[src/rssc_consts.vh]
// Purpose: register map, field positions, reset values and counts of the
//          receiver state/status control block
// Assumes: 8-bit registers, 7-bit register addresses on the serial port
// Notes:   definitions only
`ifndef RSSC_CONSTS_VH
`define RSSC_CONSTS_VH

// ****************************************************************
// register addresses
// ****************************************************************
`define RSSC_ADDR_W 7
`define RSSC_BANK_LAST 7'h0e
`define RSSC_ADDR_FLOOR 7'h04
`define RSSC_ADDR_STATE_CTRL 7'h14
`define RSSC_ADDR_STATE_RDBK 7'h15
`define RSSC_ADDR_FRONT_END 7'h19
`define RSSC_ADDR_REV 7'h1f
`define RSSC_ADDR_STATUS 7'h27
`define RSSC_SLOT_FRONT_END 4'hf

// ****************************************************************
// fields and reset values
// ****************************************************************
`define RSSC_BIT_XO_EN 2
`define RSSC_BIT_WAKEUP_TIMER_ENABLE 1
`define RSSC_BIT_HRX_EN 0
`define RSSC_STATE_CTRL_RST 3'h0
`define RSSC_STATUS_RST 2'h0
`define RSSC_PIN_IDLE 5'h03
`define RSSC_CHIP_REV 3'h1
`define RSSC_CMD_STANDBY 8'h04
`define RSSC_CMD_RECEIVE 8'h05
`define RSSC_CMD_SLEEP 8'h00

// receiver state codes, as shown in the readback field
`define RSSC_ST_STANDBY 2'h0
`define RSSC_ST_HOST_RX 2'h1
`define RSSC_ST_POLL_WAIT 2'h2
`define RSSC_ST_POLL_RX 2'h3

// ****************************************************************
// counts
// ****************************************************************
`define RSSC_ASK_SETTLE_BITS 4'hc
`define RSSC_POLL_WAIT_CYC 16'h0064
`define RSSC_POLL_DET_CYC 16'h000a

`endif

[src/rssc_top.v]
// Purpose: serial-port register file, state control and status of the receiver
// Assumes: serial clock high and low phases each at least 6 clk periods
// Notes:   pins pass three synchroniser flip-flops and a filter flip-flop before use
`timescale 1ns/1ps
`include "rssc_consts.vh"
module rssc_top (
  input wire clk,
  input wire rst,
  input wire power_down_pin,
  input wire spi_csb_n,
  input wire spi_sck,
  input wire spi_sdi,
  output wire spi_sdo,
  output wire spi_sdo_oe_n,
  input wire pll_lock_in,
  input wire demod_bit,
  input wire bit_tick,
  input wire ask_threshold_method,
  output reg data_pin,
  output wire crystal_osc_enable,
  output wire wakeup_timer_enable,
  output wire receiver_enable,
  output reg sleep_active,
  output wire precharged_lowpass_method,
  output reg [7:0] ask_floor_signed,
  output wire ask_settling,
  output wire [1:0] receiver_state
);

  // ****************************************************************
  // pin synchronisers
  // ****************************************************************
  localparam [4:0] PIN_IDLE = `RSSC_PIN_IDLE; // idle levels, no false edge at release
  wire [4:0] pin_in;
  reg [4:0] s1_r, s2_r, s3_r, filt_r;
  assign pin_in = {pll_lock_in, spi_sdi, spi_sck, spi_csb_n, power_down_pin};
  genvar gi;
  generate
    for (gi = 0; gi < 5; gi = gi + 1) begin : g_sync
      always @(posedge clk) begin
        if (rst) begin
          s1_r[gi] <= PIN_IDLE[gi];
          s2_r[gi] <= PIN_IDLE[gi];
          s3_r[gi] <= PIN_IDLE[gi];
          filt_r[gi] <= PIN_IDLE[gi];
        end else begin
          s1_r[gi] <= pin_in[gi];
          s2_r[gi] <= s1_r[gi];
          s3_r[gi] <= s2_r[gi];
          // a change counts only once two stages agree
          if (s2_r[gi] == s3_r[gi]) begin
            filt_r[gi] <= s3_r[gi];
          end
        end
      end
    end
  endgenerate
  wire pd_f = filt_r[0];
  wire csb_f = filt_r[1];
  wire sck_f = filt_r[2];
  wire sdi_f = filt_r[3];
  wire lock_f = filt_r[4];
  // power-down pin high holds all control state at reset values
  wire hold = rst | pd_f;

  // ****************************************************************
  // decode
  // ****************************************************************
  function [4:0] cfg_slot;
    input [6:0] a;
    begin
      if (a <= `RSSC_BANK_LAST) begin
        cfg_slot = {1'b1, a[3:0]};
      end else if (a == `RSSC_ADDR_FRONT_END) begin
        cfg_slot = {1'b1, `RSSC_SLOT_FRONT_END};
      end else begin
        cfg_slot = 5'h00;
      end
    end
  endfunction

  // ****************************************************************
  // serial port slave
  // ****************************************************************
  reg sck_d_r;
  reg [2:0] bit_cnt_r;
  reg [7:0] rx_r;
  reg [7:0] tx_r;
  reg first_r;
  reg rw_r;
  reg [6:0] addr_r;
  reg [1:0] ld_r;
  wire frame = ~csb_f;
  wire sck_rise = frame & sck_f & ~sck_d_r;
  wire sck_fall = frame & ~sck_f & sck_d_r;
  wire [7:0] rx_byte = {rx_r[6:0], sdi_f};
  wire byte_done = sck_rise & (bit_cnt_r == 3'h7);
  wire wr_byte = byte_done & ~first_r & ~rw_r;
  wire [4:0] wr_slot = cfg_slot(addr_r);
  wire [4:0] rd_slot = cfg_slot(addr_r);
  wire [7:0] mem_rd;
  reg [7:0] rd_mux;

  rssc_cfg_mem u_mem (
    .clk(clk),
    .wr_en(wr_byte & wr_slot[4]),
    .wr_idx(wr_slot[3:0]),
    .wr_data(rx_byte),
    .rd_idx(rd_slot[3:0]),
    .rd_data(mem_rd)
  );

  always @(posedge clk) begin
    if (hold) begin
      sck_d_r <= 1'b0;
      bit_cnt_r <= 3'h0;
      rx_r <= 8'h00;
      tx_r <= 8'h00;
      first_r <= 1'b1;
      rw_r <= 1'b0;
      addr_r <= 7'h00;
      ld_r <= 2'h0;
    end else begin
      sck_d_r <= sck_f;
      ld_r <= {ld_r[0], 1'b0};
      if (!frame) begin
        bit_cnt_r <= 3'h0;
        first_r <= 1'b1;
      end else begin
        if (sck_rise) begin
          rx_r <= rx_byte;
          bit_cnt_r <= bit_cnt_r + 3'h1;
        end
        // first data bit stays on the line across the byte boundary
        if (sck_fall && bit_cnt_r != 3'h0) begin
          tx_r <= {tx_r[6:0], 1'b0};
        end
        if (byte_done) begin
          first_r <= 1'b0;
          if (first_r) begin
            rw_r <= rx_byte[7];
            addr_r <= rx_byte[6:0];
            ld_r <= {ld_r[0], rx_byte[7]};
          end else if (rw_r) begin
            ld_r <= {ld_r[0], 1'b1};
          end else begin
            addr_r <= addr_r + 7'h01;
          end
        end
        // two cycles let the registered bank read catch up with addr_r
        if (ld_r[1]) begin
          tx_r <= rd_mux;
          addr_r <= addr_r + 7'h01;
        end
      end
    end
  end

  assign spi_sdo = tx_r[7];
  assign spi_sdo_oe_n = ~(frame & rw_r & ~first_r);

  // ****************************************************************
  // control and status registers
  // ****************************************************************
  reg [2:0] state_ctrl_r;
  reg [1:0] status_r;
  reg [1:0] rx_state_r;
  reg [15:0] poll_cnt_r;
  reg [3:0] settle_r;

  always @(posedge clk) begin
    if (hold) begin
      state_ctrl_r <= `RSSC_STATE_CTRL_RST;
      ask_floor_signed <= 8'h00;
    end else if (wr_byte) begin
      if (addr_r == `RSSC_ADDR_STATE_CTRL) begin
        state_ctrl_r <= rx_byte[2:0];
      end
      if (addr_r == `RSSC_ADDR_FLOOR) begin
        ask_floor_signed <= rx_byte;
      end
      // revision, readback and status addresses take no write
    end
  end

  assign crystal_osc_enable = state_ctrl_r[`RSSC_BIT_XO_EN];
  assign wakeup_timer_enable = state_ctrl_r[`RSSC_BIT_WAKEUP_TIMER_ENABLE];
  assign receiver_enable = crystal_osc_enable & state_ctrl_r[`RSSC_BIT_HRX_EN];
  assign precharged_lowpass_method = ~ask_threshold_method;
  assign receiver_state = rx_state_r;

  always @(posedge clk) begin
    if (hold) begin
      status_r <= `RSSC_STATUS_RST;
      sleep_active <= 1'b1;
      data_pin <= 1'b0;
    end else begin
      // lock is meaningless with the oscillator stopped
      status_r <= {1'b0, lock_f & crystal_osc_enable};
      sleep_active <= ~crystal_osc_enable;
      data_pin <= (rx_state_r == `RSSC_ST_HOST_RX) ? demod_bit : 1'b0;
    end
  end

  // ****************************************************************
  // receiver state machine
  // ****************************************************************
  always @(posedge clk) begin
    if (hold) begin
      rx_state_r <= `RSSC_ST_STANDBY;
      poll_cnt_r <= 16'h0000;
    end else begin
      case (rx_state_r)
        `RSSC_ST_STANDBY: begin
          poll_cnt_r <= 16'h0000;
          if (receiver_enable) begin
            rx_state_r <= `RSSC_ST_HOST_RX;
          end else if (crystal_osc_enable && wakeup_timer_enable) begin
            rx_state_r <= `RSSC_ST_POLL_WAIT;
          end
        end
        `RSSC_ST_HOST_RX: begin
          if (!receiver_enable) begin
            rx_state_r <= `RSSC_ST_STANDBY;
          end
        end
        `RSSC_ST_POLL_WAIT, `RSSC_ST_POLL_RX: begin
          poll_cnt_r <= poll_cnt_r + 16'h0001;
          if (receiver_enable) begin
            rx_state_r <= `RSSC_ST_HOST_RX;
          end else if (!(crystal_osc_enable && wakeup_timer_enable)) begin
            rx_state_r <= `RSSC_ST_STANDBY;
          end else if (rx_state_r == `RSSC_ST_POLL_WAIT &&
                       poll_cnt_r >= `RSSC_POLL_WAIT_CYC - 16'h0001) begin
            rx_state_r <= `RSSC_ST_POLL_RX;
            poll_cnt_r <= 16'h0000;
          end else if (rx_state_r == `RSSC_ST_POLL_RX &&
                       poll_cnt_r >= `RSSC_POLL_DET_CYC - 16'h0001) begin
            rx_state_r <= `RSSC_ST_POLL_WAIT;
            poll_cnt_r <= 16'h0000;
          end
        end
        default: begin
          rx_state_r <= `RSSC_ST_STANDBY;
        end
      endcase
    end
  end

  // ****************************************************************
  // ask threshold settling window
  // ****************************************************************
  always @(posedge clk) begin
    if (hold) begin
      settle_r <= 4'h0;
    end else if (rx_state_r != `RSSC_ST_HOST_RX) begin
      // re-armed so every receive entry with the precharged lowpass method starts a fresh window
      settle_r <= precharged_lowpass_method ? `RSSC_ASK_SETTLE_BITS : 4'h0;
    end else if (bit_tick && settle_r != 4'h0) begin
      settle_r <= settle_r - 4'h1;
    end
  end

  assign ask_settling = (rx_state_r == `RSSC_ST_HOST_RX) & (settle_r != 4'h0);

  // ****************************************************************
  // read data
  // ****************************************************************
  always @* begin
    rd_mux = 8'h00;
    if (rd_slot[4]) begin
      rd_mux = mem_rd;
    end else if (addr_r == `RSSC_ADDR_STATE_CTRL) begin
      rd_mux = {5'h00, state_ctrl_r};
    end else if (addr_r == `RSSC_ADDR_STATE_RDBK) begin
      rd_mux = {6'h00, rx_state_r};
    end else if (addr_r == `RSSC_ADDR_REV) begin
      rd_mux = {5'h00, `RSSC_CHIP_REV};
    end else if (addr_r == `RSSC_ADDR_STATUS) begin
      rd_mux = {6'h00, status_r};
    end
  end

endmodule // rssc_top

[src/rssc_cfg_mem.v]
// Purpose: 16-entry configuration bank store
// Assumes: one write and one read port, same clock
// Notes:   read data registered, one cycle latency; contents not reset
`timescale 1ns/1ps
module rssc_cfg_mem (
  input wire clk,
  input wire wr_en,
  input wire [3:0] wr_idx,
  input wire [7:0] wr_data,
  input wire [3:0] rd_idx,
  output reg [7:0] rd_data
);

  reg [7:0] mem_r [0:15];

  always @(posedge clk) begin
    if (wr_en) begin
      mem_r[wr_idx] <= wr_data;
    end
    rd_data <= mem_r[rd_idx];
  end

endmodule // rssc_cfg_mem

[config.mk]
export PLATFORM = sky130hd
export DESIGN_NAME = rssc_top
export DESIGN_NICKNAME = d
export VERILOG_FILES = /design/src/rssc_top.v /design/src/rssc_cfg_mem.v
export VERILOG_INCLUDE_DIRS = /design/src /design/src/src
export SDC_FILE = /design/constraint.sdc
export NUM_CORES = 1
export LEC_CHECK = 0
export BUFFER_PORTS_ARGS = -buffer_cell sky130_fd_sc_hd__buf_2
export CORE_AREA = 4 4 166 200
export CTS_BUF_LIST = sky130_fd_sc_hd__clkbuf_4
export CTS_CLUSTER_DIAMETER = 100
export CTS_CLUSTER_SIZE = 30
export DETAILED_ROUTE_END_ITERATION = 8
export DIE_AREA = 0 0 170 204
export PLACE_DENSITY = 0.55
export RECOVER_POWER = 100
export SETUP_SLACK_MARGIN = 0.2
export SYNTH_ARGS = -nofsm -noshare
export SYNTH_HDL_FRONTEND = slang
export SYNTH_SLANG_ARGS = --single-unit
[constraint.sdc]
create_clock -name clk -period 4.2 [get_ports clk]
set_clock_uncertainty 0.2 [all_clocks]
set_input_delay 0.84 -clock clk [delete_from_list [all_inputs] [get_ports clk]]
set_output_delay 0.84 -clock clk [all_outputs]
set_load 0.05 [all_outputs]
### Word-level counts from Yosys, hierarchy flattened

Memories as Yosys holds them, arrays and structs flattened. A register that Yosys moved wholly into a read port is not among the register bits.
Cells that the tools add are included.

* RAM bits: 128
* bits in registers: 87
* memories: 1
* input bits: 10
* logic and storage cells: 146

* bitwise gates (word level): 24
* equal/unequal tests: 20
* multiplexer cells: 33
* order comparisons: 3
* add/sub/neg operators: 4
* reductions and logical operators: 23

Memories
* u_mem.mem_r: words 16, bits a word 8, read ports 1, clocked after Yosys merged registers in 1, wr ports 1, line rssc_cfg_mem.v:14 `reg [7:0] mem_r [0:15];`

Operators with widths (number)
* $mux W16: 4
* $pmux W16 S2: 1
* $eq A7 B5 Y1 const B: 4
* $mux W7: 4
* $mux W8: 3
* $mux W2: 10
* $add A16 B1 Y16 const B: 1
* $ge A16 B4 Y1 const B: 1
* $ge A16 B7 Y1 const B: 1
* $and A1 B1 Y1: 13
* $mux W4: 3
* $mux W5: 2
* $not A1 Y1: 10
* $reduce_and A3 Y1: 3
* $reduce_and A2 Y1: 4
* $reduce_bool A2 Y1: 4
* $add A7 B1 Y7 const B: 1
* $eq A7 B3 Y1 const B: 1
* $eq A7 B6 Y1 const B: 1
* $le A7 B4 Y1 const B: 1
* $pmux W2 S3: 1
* $reduce_or A2 Y1: 3
* $eq A1 B1 Y1: 5
* $logic_and A1 B1 Y1: 5
* other kinds (17): 21

### Depth between registers and ports, before layout

Gate-level depths: netlist (run 1).

* depth in word-level cells: 9
* gate-level depth with buffers: 12
* mapped depth without buffers: 8

### Modules after synthesis

From an unflattened synthesis (run 1), not the netlist that was laid out.

* cell total of the unflattened synthesis: 678
* area total of the unflattened synthesis: 8961.1 um^2

Modules (own cells, without submodules)
* rssc_cfg_mem: area an instance 5147.4 um^2, times used 1, cells an instance 229, sequential area each 4003.8 um^2
* rssc_top: area an instance 3813.7 um^2, times used 1, cells an instance 449, sequential area each 1721.7 um^2

### Worst setup path before layout (run 1)

No wires, ideal clock.

* path type: register -> register
* start: reg addr_r[1]
* end: mem u_mem.mem_r[14][0] (enable)
* path slack: 1161 ps
* arrival time: 2468 ps
* data required time: 3630 ps
* path buffers: 5
* cell stages (with the launch flop): 12
* library setup time: 370 ps
* cells stage by stage: dfxtp_1 > buf_2 > inv_1 > clkbuf_1 > buf_1 > ha_1 > and3_1 > buf_2 > or2_2 > nand2_1 > buf_2 > nor2_1

* cells in the longest elaborated chain, start to end: 6
* elaborated cells on any way between the ends: 7
* those cells by class: order compare: 1; eq/ne: 1; mux: 4; bitwise: 1

RTL lines
* start, declared: line rssc_top.v:91 `reg [6:0] addr_r;`
* start signal, assigned: line rssc_top.v:142 `addr_r <= rx_byte[6:0];`
* start signal, assigned: line rssc_top.v:147 `addr_r <= addr_r + 7'h01;`
* start signal, assigned: line rssc_top.v:153 `addr_r <= addr_r + 7'h01;`
* parallel branches: the longest is 2 deep, another holds $le A7 B4 Y1
* $mux W5 (*): line rssc_top.v:72 `` if (a <= `RSSC_BANK_LAST) begin ``
* $and A1 B1 Y1: line rssc_top.v:106 `.wr_en(wr_byte & wr_slot[4]),`
* $mux W1: line rssc_cfg_mem.v:17 `if (wr_en) begin`
* $mux W1 (implied by the code): line rssc_cfg_mem.v:18 `mem_r[wr_idx] <= wr_data;`
* end, declared: line rssc_cfg_mem.v:14

Every way passes the cells marked *.

### Worst setup path in the final report (run 1)

* start: reg addr_r[1]
* end: mem u_mem.mem_r[7][4] (enable)

Same word-level chain as after synthesis.

==> impl_metrics.yaml, run 1 <==
final_layout:
  syn2layout_area_growth_pct: 6.977
  area.sequential_um2: 5725
  finish.utilization_pct: 31.62
  layout-drive-gt1-share_pct: 5.422
  filler_cell_count: 3172
  multi_input_comb_area_um2: 3219
  design.final.nets: 847
worst_setup_path:
  crit_end_element: "flop"
  cp_slowest_cell: "sky130_fd_sc_hd__dfxtp_1"
  critPathRequiredTime_ns: 4.31
  critical_path.max_fanout: 15
  critical_path.reg2reg.startpoint: "addr_r[1]"
  crit_type: "flop to flop"
  critical_path_cell_count: 5
  crit-reg2reg-capture: "u_mem.mem_r[7][4]"
  timing.critical_path.from: "addr_r[1]"
  timing.critical_path.cells: "clkbuf_1 > nand2_1 > o21bai_1 > nand2_1 > nor2_1"
  crit_path_start_kind: "flop"
  crit_path_max_incr_delay_ns: 0.84
  reg2regPathDepth: 5
  critPathTopFamily: "simple AND/OR/NAND/NOR gates"
  reg2reg_setup_slack_ns: 0.47
  critical_path.n_buffers_inverters: 1
  critical-path-top-cell-by-count: "sky130_fd_sc_hd__nand2_1"
  cp.arrival_ns: 3.84
synth:
  post_synth_inst_count: 815
  synthFlopType: "sky130_fd_sc_hd__edfxtp_1"
  yosys_register_bits: 222
  ys_types: 65
  synth_enable_flop_cells: 128
  syn-num-nets: 836
  synth-async-reset-ratio_pct: 0
  syn-cell-area_um2: 9218
  synth_seq_area_share_pct: 62.11
  synthesis.area_per_instance_um2: 11.31
  synthesis.yosys.warnings: 0
timing:
  fmax_mhz: 267.9
  layout_min_cycle_time_ns: 3.733
  timing.final.setup_violations: 0
  unrepaired_setup_endpoints_after_global_routing: "false"
  report.final.slew_viol_count: 40
  timing.final.crit_share_pct: 88.87
  worstMarginPinSlew_ns: 1.821
  fin_tns_setup_ns: 0
  hold_viol_final: 0
  timing.max_slew.rel_slack_pct: -21.37
clock_tree:
  h-tree-depth: 1
  clock_tree_root_driver_cell: "sky130_fd_sc_hd__clkbuf_4"
  cts_stage_hold_buffer_count: 0
  cts_post_setup_buffers_inserted: 0
  ctsResizeCount: 0
  cts-buffers-inserted: 11
  worst_setup_hold_path_clk_slew_ns: 0.30
  tritoncts_num_sinks: 222
  insertion_delay_ns: 0.67
  tritoncts: "done"
  clock_tree_buf_depth: 3
worst_hold_path:
  min_path_type: "input pin to flop"
  hold-path-endpoint: "s1_r[1]"
  timing.hold.worst.start: "spi_csb_n"
  worst_hold_path.num_cells: 2
floorplan:
  die_width_um: 170
  dieHeight_um: 204
  pin_count: 29
  initial_core_util_pct: 29.56
  floorplan.core_area_um2: 31180
  placement_rows: 71
  die_area_um2: 34680
routing:
  route.final.wire_length_mm: 22.39
  drc: 0
  route.detailed.wl_per_inst_um: 18.18
  post_drt_via_cell_ratio: 5.099
  detail_route.iter0.violations: 508
  drt-pass1-iter-count: 5
  dr_total_vias: 6282
  antenna_violating_nets_post_route: 0
placed_design:
  final_replace_weighted_congestion: 0.8836
  dpl.hpwl_mm: 14.82
  io_buffers: 28
global_route:
  number_of_global_route_vias_before_repair: 5963
  grt_overflow: 0
  number_of_antenna_violations_at_the_first_check_in_global_routing: 2
  first_pass_grt_wire_length_mm: 34.23
  pin_count_of_the_biggest_net_entering_global_routing: 40
  gr-usage-all-layers_pct: 12.39
outcome:
  failing_checks: "capacitance limit, slew limit"
  result_of_the_run: "complete, but fails checks"
power:
  maximum_vdd_drop_uv: 211.6
  p_leak_nw: 2.992
  power.density_cell_area_nw_per_um2: 323.1
job:
  cap_violations: 1
-- synthesized netlist by cell type (5+ instances only) --
library cell / number / area share (%)
sky130_fd_sc_hd__mux2i_1: 29 / 3.1
sky130_fd_sc_hd__buf_1: 6 / 0.24
sky130_fd_sc_hd__o2bb2ai_1: 16 / 1.5
sky130_fd_sc_hd__or2_2: 8 / 0.54
sky130_fd_sc_hd__a221oi_1: 6 / 0.57
sky130_fd_sc_hd__o21ai_0: 39 / 2.1
sky130_fd_sc_hd__a22oi_1: 27 / 2.2
sky130_fd_sc_hd__nand2b_1: 7 / 0.48
sky130_fd_sc_hd__nor3_1: 13 / 0.71
sky130_fd_sc_hd__and3_1: 9 / 0.61
sky130_fd_sc_hd__nand3_1: 36 / 2.0
sky130_fd_sc_hd__edfxtp_1: 128 / 42
sky130_fd_sc_hd__o311ai_1: 5 / 0.48
sky130_fd_sc_hd__a21oi_1: 45 / 2.4
sky130_fd_sc_hd__nor2b_1: 19 / 1.3
sky130_fd_sc_hd__nor2_1: 83 / 3.4
sky130_fd_sc_hd__nor4_1: 5 / 0.34
sky130_fd_sc_hd__nand2_1: 82 / 3.3
sky130_fd_sc_hd__buf_2: 11 / 0.60
sky130_fd_sc_hd__or4_1: 7 / 0.57
sky130_fd_sc_hd__nand4_1: 5 / 0.34
sky130_fd_sc_hd__clkbuf_1: 24 / 0.98
sky130_fd_sc_hd__a211oi_1: 14 / 1.1
sky130_fd_sc_hd__dfxtp_1: 94 / 20
sky130_fd_sc_hd__ha_1: 11 / 1.5
sky130_fd_sc_hd__inv_1: 11 / 0.45
sky130_fd_sc_hd__a222oi_1: 8 / 0.87
-- worst register-to-register path, delay by kind of cell (launching register included) --
kind	cells	cell delay [ns]
AO/OA/AOI/OAI	1	0.58
buffers and inverters	1	0.63
flip-flops	1	0.84
AND/OR/NAND/NOR	3	1.12
-- registers in the layout, summed over array words and instances, names as in the netlist, 2 cells and up --
signal            cells
addr_r                7
ask_floor_signed      8
bit_cnt_r             3
ld_r                  2
poll_cnt_r           16
receiver_state        2
rx_r                  7
s1_r                  5
s2_r                  5
s3_r                  5
settle_r              4
state_ctrl_r          3
tx_r                  8
u_mem.mem_r         128
u_mem.rd_data         8
-- power by group --
| part | switching [mW] | total (mW) | internal [mW] |
|---|---|---|---|
| clock | 0.630 | 0.885 | 0.255 |
| combinational | 0.00738 | 0.0144 | 0.00698 |
| sequential | 0.00223 | 2.29 | 2.28 |
-- routing by layer --
| metal | track usage, % | wire length, um | vias to the layer above | share of wire [%] |
|---|---|---|---|---|
| li1 | - | - | 3037 | - |
| met1 | 16.04 | 9741 | 3023 | 43 |
| met2 | 21.30 | 10740 | 179 | 48 |
| met3 | 1.432 | 1127 | 41 | 5.0 |
| met4 | 4.622 | 766 | 2 | 3.4 |
| met5 | 0 | 20 | - | 0.089 |
-- final cells by class --
type / count / area share [%]
Timing Repair Buffer: 43 / 2.043
Clock inverter: 3 / 0.6471
Antenna cell: 1 / 0.02538
Tap cell: 401 / 5.088
Sequential cell: 222 / 58.06
Inverter: 11 / 0.4187
Multi-Input combinational cell: 537 / 32.65
Clock buffer: 14 / 1.066
-- through the flow --
| stage | instances | power [mW] | hold slack (ns) | setup slack (ns) | cell area, um^2 |
|---|---|---|---|---|---|
| floorplan | 815 | 2.339 | 0.1895 | 1.161 | 9218 |
| global placement | 1214 | 2.345 | 0.1994 | 0.6872 | 9768 |
| detailed placement | 1214 | 2.345 | 0.1994 | 0.6040 | 9768 |
| CTS | 1231 | 3.230 | 0.09284 | 0.5655 | 9937 |
| global route | 1232 | 3.310 | 0.09240 | 0.2089 | 9861 |
| finish | 1232 | 3.186 | 0.1546 | 0.4675 | 9861 |
-- logic make-up after synthesis --
group	count (synthesis)	synth area share (%)
compound gates	189	13.93
xor+xnor	8	0.7601
fa+ha+maj	11	1.493
buf+inv	56	2.715
flops	222	62.11
mux	30	3.271
simple gates	299	15.72
-- layout by cell type (no fill, tap or decap), types with 11 or more instances in the layout --
cell	instances
sky130_fd_sc_hd__clkbuf_4	14
sky130_fd_sc_hd__o21ai_0	39
sky130_fd_sc_hd__nor2b_1	19
sky130_fd_sc_hd__a211oi_1	14
sky130_fd_sc_hd__nand2_1	82
sky130_fd_sc_hd__nor2_1	84
sky130_fd_sc_hd__dfxtp_1	94
sky130_fd_sc_hd__clkbuf_1	27
sky130_fd_sc_hd__inv_1	11
sky130_fd_sc_hd__edfxtp_1	128
sky130_fd_sc_hd__a21oi_1	45
sky130_fd_sc_hd__ha_1	11
sky130_fd_sc_hd__a22oi_1	27
sky130_fd_sc_hd__o2bb2ai_1	16
sky130_fd_sc_hd__mux2i_1	29
sky130_fd_sc_hd__nor3_1	14
sky130_fd_sc_hd__nand3_1	36
-- how the worst max path moves through the flow --
stage / endpoint
after CTS: u_mem.mem_r[2][7]
after detailed placement: u_mem.mem_r[2][4]
after floorplan: u_mem.mem_r[14][0]
after global placement: u_mem.mem_r[1][0]
after global routing: u_mem.mem_r[7][4]
final: u_mem.mem_r[7][4]
Power figures use the tool's default switching activity.
==> run 2, diff against run 1 <==
- clock period: 4.2 -> 4.51 ns (I/O delays scaled with it)
==> impl_metrics.yaml, run 2 (synthesis gave the netlist of run 1 again) <==
outcome:
  result_of_the_run: "complete, but fails checks"
  failing_checks: "capacitance limit, slew limit"
routing:
  route.met2.wl_mm: 11.32
  detail_route.iter0.violations: 619
  route.final.wire_length_mm: 22.79
  route.detailed.wl_per_inst_um: 18.57
  met3RoutedLength_mm: 1.124
  drt-pass1-iter-count: 7
  antenna_violating_nets_post_route: 0
  wl_met1_mm: 9.740
  drc: 0
  dr_total_vias: 6322
  post_drt_via_cell_ratio: 5.152
  dr.max_layer_used: "met4"
clock_tree:
  ctsResizeCount: 0
  h-tree-depth: 1
  insertion_delay_ns: 0.67
  clock_tree_root_driver_cell: "sky130_fd_sc_hd__clkbuf_4"
  cts-buffers-inserted: 11
  cts_stage_hold_buffer_count: 0
  tritoncts_num_sinks: 222
  cts_post_setup_buffers_inserted: 0
  worst_setup_hold_path_clk_slew_ns: 0.32
  tritoncts: "done"
  clock_tree_buf_depth: 3
timing:
  report.final.slew_viol_count: 16
  fmax_mhz: 265.3
  finalHoldWorstSlack_ns: 0.2149
  final_ws_setup_ns: 0.7402
  layout_min_cycle_time_ns: 3.770
  fin_tns_setup_ns: 0
  timing.final.crit_share_pct: 83.59
  timing.max_slew.rel_slack_pct: -2.001
  worstMarginPinSlew_ns: 1.514
  timing.final.setup_violations: 0
  unrepaired_setup_endpoints_after_global_routing: "false"
  hold_viol_final: 0
worst_setup_path:
  crit_path_start_kind: "flop"
  cp.arrival_ns: 4.14
  worst_setup_path_endpoint: "u_mem.rd_data[2]"
  critical-path-top-cell-by-count: "sky130_fd_sc_hd__nor2_1"
  crit_path_max_incr_delay_ns: 0.73
  timing.critical_path.from: "addr_r[3]"
  timing.critical_path.cells: "nor2b_1 > and3_1 > nor2_2 > nor2_1 > nor2_1 > or4_1"
  cp_slowest_cell: "sky130_fd_sc_hd__nor2b_1"
  reg2reg_setup_slack_ns: 0.74
  crit_type: "flop to flop"
  critical_path.reg2reg.startpoint: "addr_r[3]"
  crit-reg2reg-capture: "u_mem.rd_data[2]"
  critical_path.max_fanout: 17
  reg2regPathDepth: 6
  crit_end_element: "flop"
  critPathRequiredTime_ns: 4.88
final_layout:
  number_of_flip_flops_in_the_largest_register: 128
  design.final.nets: 842
  syn2layout_area_growth_pct: 6.380
  final_common_cell: "sky130_fd_sc_hd__edfxtp_1"
  design_area_um2: 9806
  filler_cell_count: 3109
  most-common-layout-cells: "128 x sky130_fd_sc_hd__edfxtp_1, 94 x sky130_fd_sc_hd__dfxtp_1, 83 x sky130_fd_sc_hd__nor2_1"
  layout-drive-gt1-share_pct: 5.455
  registers.top_by_ff_count: "u_mem.mem_r"
  final-instance-count-excl-fill: 1227
  finish.utilization_pct: 31.45
  reg_top3: "u_mem.mem_r x128, poll_cnt_r x16"
floorplan:
  die_width_um: 170
  floorplan.core_area_um2: 31180
  initial_core_util_pct: 29.56
  dieHeight_um: 204
  pin_count: 29
  placement_rows: 71
  die_area_um2: 34680
global_route:
  first_pass_grt_wire_length_mm: 35.41
  pin_count_of_the_biggest_net_entering_global_routing: 41
  gr-usage-all-layers_pct: 12.80
  number_of_global_route_vias_before_repair: 6096
  grt_overflow: 0
  number_of_antenna_violations_at_the_first_check_in_global_routing: 2
power:
  p_total_mw: 2.885
  maximum_vdd_drop_uv: 206.6
  power.density_cell_area_nw_per_um2: 294.2
  p_leak_nw: 2.961
placed_design:
  dpl.hpwl_mm: 15.06
  io_buffers: 28
  placed_cells: 1209
  final_replace_weighted_congestion: 0.9402
  place_ws_ns: 0.8151
  place_area_um2: 9731
job:
  cap_violations: 1
worst_hold_path:
  min_path_type: "input pin to flop"
-- run 2: cell count changes in the layout (fill, tap and decap cells not counted), sizes merged --
cell,previous run,this run
buf,16,15
bufinv,2,0
clkbuf,41,37
clkinv,1,0
clkinvlp,0,1
inv,11,13
-- run 2: area by class of cell --
class / instances / area, um^2 / area share, %
antenna: 1 / 2.502 / 0.02552
sequential: 222 / 5725 / 58.39
clock inverter: 3 / 22.52 / 0.2297
clock buffer: 14 / 105.1 / 1.072
timing repair buffer: 38 / 178.9 / 1.825
tap: 401 / 501.7 / 5.117
multi-input combinational: 537 / 3228 / 32.92
inverter: 11 / 41.29 / 0.4211
-- run 2: worst min path at each step --
stage,startpoint,slack [ns],cells after the start,to
global placement,s1_r[1],0.20,1,s2_r[1]
detailed placement,s1_r[0],0.21,1,s2_r[0]
floorplan,s1_r[0],0.19,1,s2_r[0]
CTS,spi_csb_n,0.16,2,s1_r[1]
finish,pll_lock_in,0.21,2,s1_r[4]
global route,spi_csb_n,0.16,2,s1_r[1]
-- run 2: worst max-delay path: cells and delay by family (launching register included) --
kind / cells / cell delay, ns
and+or+nand+nor: 6 / 2.83
DFF: 1 / 0.65
-- run 2: report_power, final --
part	total, mW	leakage [nW]	internal (mW)	switching (mW)
combinational	0.0132	0.939	0.00648	0.00674
clock	0.742	0.0736	0.154	0.588
sequential	2.13	1.95	2.13	0.00240
-- run 2: routing by layer --
metal,up-vias,GRT usage [%]
li1,3033,-
met1,3081,16.46
met2,172,22.40
met3,36,1.586
met4,0,4.080
met5,-,0
==> run 3, diff against run 2 <==
- clock period: 4.51 -> 3.9 ns (I/O delays scaled with it)
==> impl_metrics.yaml, run 3 (synthesis gave the netlist of run 1 again) <==
worst_hold_path:
  hold-path-endpoint: "s1_r[0]"
  timing.hold.worst.start: "power_down_pin"
  worst_hold_path.num_cells: 2
  min_path_type: "input pin to flop"
job:
  cap_violations: 1
power:
  p_leak_nw: 2.997
  switching_power_mw: 0.6810
  pwr-share-comb_pct: 0.4
  cellInternalPower_mw: 2.710
  netSwitchingFraction_pct: 20.08
  clock_power_share_pct: 26.9
  maximum_vdd_drop_uv: 159.6
  power.density_cell_area_nw_per_um2: 344.2
  share_seq_of_total_power_pct: 72.6
final_layout:
  design_area_um2: 9853
  finish.utilization_pct: 31.60
  reg_top3: "u_mem.mem_r x128, poll_cnt_r x16"
  filler_cell_count: 3162
  registers.top_by_ff_count: "u_mem.mem_r"
  area.sequential_um2: 5725
  most-common-layout-cells: "128 x sky130_fd_sc_hd__edfxtp_1, 94 x sky130_fd_sc_hd__dfxtp_1, 83 x sky130_fd_sc_hd__nor2_1"
  final_common_cell: "sky130_fd_sc_hd__edfxtp_1"
  syn2layout_area_growth_pct: 6.896
  layout-drive-gt1-share_pct: 5.925
  multi_input_comb_area_um2: 3234
  design.final.nets: 844
  number_of_flip_flops_in_the_largest_register: 128
floorplan:
  die_width_um: 170
  dieHeight_um: 204
  die_area_um2: 34680
  floorplan.core_area_um2: 31180
  initial_core_util_pct: 29.56
  placement_rows: 71
  pin_count: 29
worst_setup_path:
  timing.critical_path.from: "addr_r[3]"
  critical_path.max_fanout: 17
  reg2reg_setup_slack_ns: 0.37
  crit_end_element: "flop"
  crit_type: "flop to flop"
  cp.arrival_ns: 3.89
  critPathRequiredTime_ns: 4.26
  reg2regPathDepth: 6
  crit-reg2reg-capture: "u_mem.rd_data[3]"
  critical_path.reg2reg.startpoint: "addr_r[3]"
  crit_path_start_kind: "flop"
global_route:
  number_of_global_route_vias_before_repair: 6014
  pin_count_of_the_biggest_net_entering_global_routing: 40
  gr-usage-all-layers_pct: 12.68
  grt_overflow: 0
  number_of_antenna_violations_at_the_first_check_in_global_routing: 2
  first_pass_grt_wire_length_mm: 35.05
timing:
  hold_viol_final: 0
  report.final.slew_viol_count: 40
  timing.max_slew.rel_slack_pct: -21.18
  fin_tns_setup_ns: 0
  fmax_mhz: 283.2
  unrepaired_setup_endpoints_after_global_routing: "false"
  layout_min_cycle_time_ns: 3.531
  timing.final.setup_violations: 0
  worstMarginPinSlew_ns: 1.818
  timing.final.crit_share_pct: 90.55
outcome:
  failing_checks: "capacitance limit, slew limit"
  result_of_the_run: "complete, but fails checks"
placed_design:
  dpl.hpwl_mm: 14.87
  place_area_um2: 9746
  io_buffers: 28
  final_replace_weighted_congestion: 0.9007
clock_tree:
  cts-buffers-inserted: 11
  clock_tree_root_driver_cell: "sky130_fd_sc_hd__clkbuf_4"
  insertion_delay_ns: 0.67
  worst_setup_hold_path_clk_slew_ns: 0.29
  tritoncts_num_sinks: 222
  clock_tree_buf_depth: 3
  h-tree-depth: 1
  cts_post_setup_buffers_inserted: 0
  tritoncts: "done"
  cts_stage_hold_buffer_count: 0
routing:
  drt-pass1-iter-count: 7
  route.final.wire_length_mm: 22.62
  dr_total_vias: 6325
  detail_route.iter0.violations: 717
  antenna_violating_nets_post_route: 0
  post_drt_via_cell_ratio: 5.146
  drc: 0
  route.detailed.wl_per_inst_um: 18.40
-- run 3: final cells by class --
class	instances	share of cell area, %
multi-input combinational	537	32.83
inverter	11	0.4190
clock buffer	14	1.067
sequential	222	58.11
clock inverter	3	0.5206
tap	401	5.092
antenna	1	0.02540
timing repair buffer	40	1.943
-- run 3: power groups by stage --
stage	clock network (mW)	logic, mW	registers [mW]
6_report	0.913	0.0152	2.46
3_5_place_dp	0	0.0159	2.51
4_1_cts	0.968	0.0160	2.46
3_3_place_gp	0	0.0156	2.51
2_1_floorplan	0	0.0100	2.51
5_1_grt	1.04	0.0172	2.47
-- run 3: worst max-delay path by stage --
stage	depth (start not counted)	endpoint
finish	6	u_mem.rd_data[3]
global placement	6	u_mem.rd_data[3]
global route	6	u_mem.rd_data[3]
CTS	6	u_mem.rd_data[3]
floorplan	11	u_mem.mem_r[14][0]
detailed placement	6	u_mem.rd_data[3]
-- run 3: through the flow --
step	std cells	power (mW)	hold WS, ns	worst slack, ns
5_1_grt	1229	3.526	0.02983	0.1660
4_1_cts	1228	3.448	0.03593	0.3987
6_report	1229	3.391	0.09500	0.3687
2_1_floorplan	815	2.519	0.1895	0.8615
3_5_place_dp	1211	2.526	0.2001	0.1932
3_3_place_gp	1211	2.525	0.1951	0.3396
-- run 3: metal layers --
layer	up-vias	wire length (um)	track usage, %	part of all wire [%]
met5	-	12	0	0.053
met4	2	794	4.936	3.5
met3	48	1128	1.528	5.0
met2	191	10830	21.37	48
met1	3048	9855	16.66	44
li1	3036	-	-	-
-- run 3: worst max-delay path, cell delays in order (launching register included) --
cell	delay, ns
sky130_fd_sc_hd__dfxtp_1	0.63
sky130_fd_sc_hd__nor2b_2	0.54
sky130_fd_sc_hd__and3_1	0.49
sky130_fd_sc_hd__nor2_2	0.24
sky130_fd_sc_hd__nor2_1	0.70
sky130_fd_sc_hd__nor2_1	0.10
sky130_fd_sc_hd__or4_1	0.52
-- run 3: timing repair --
action                     in CTS  in global routing
setup endpoints to repair      23                 14
pin swaps                       0                  0
resized for setup               1                  1
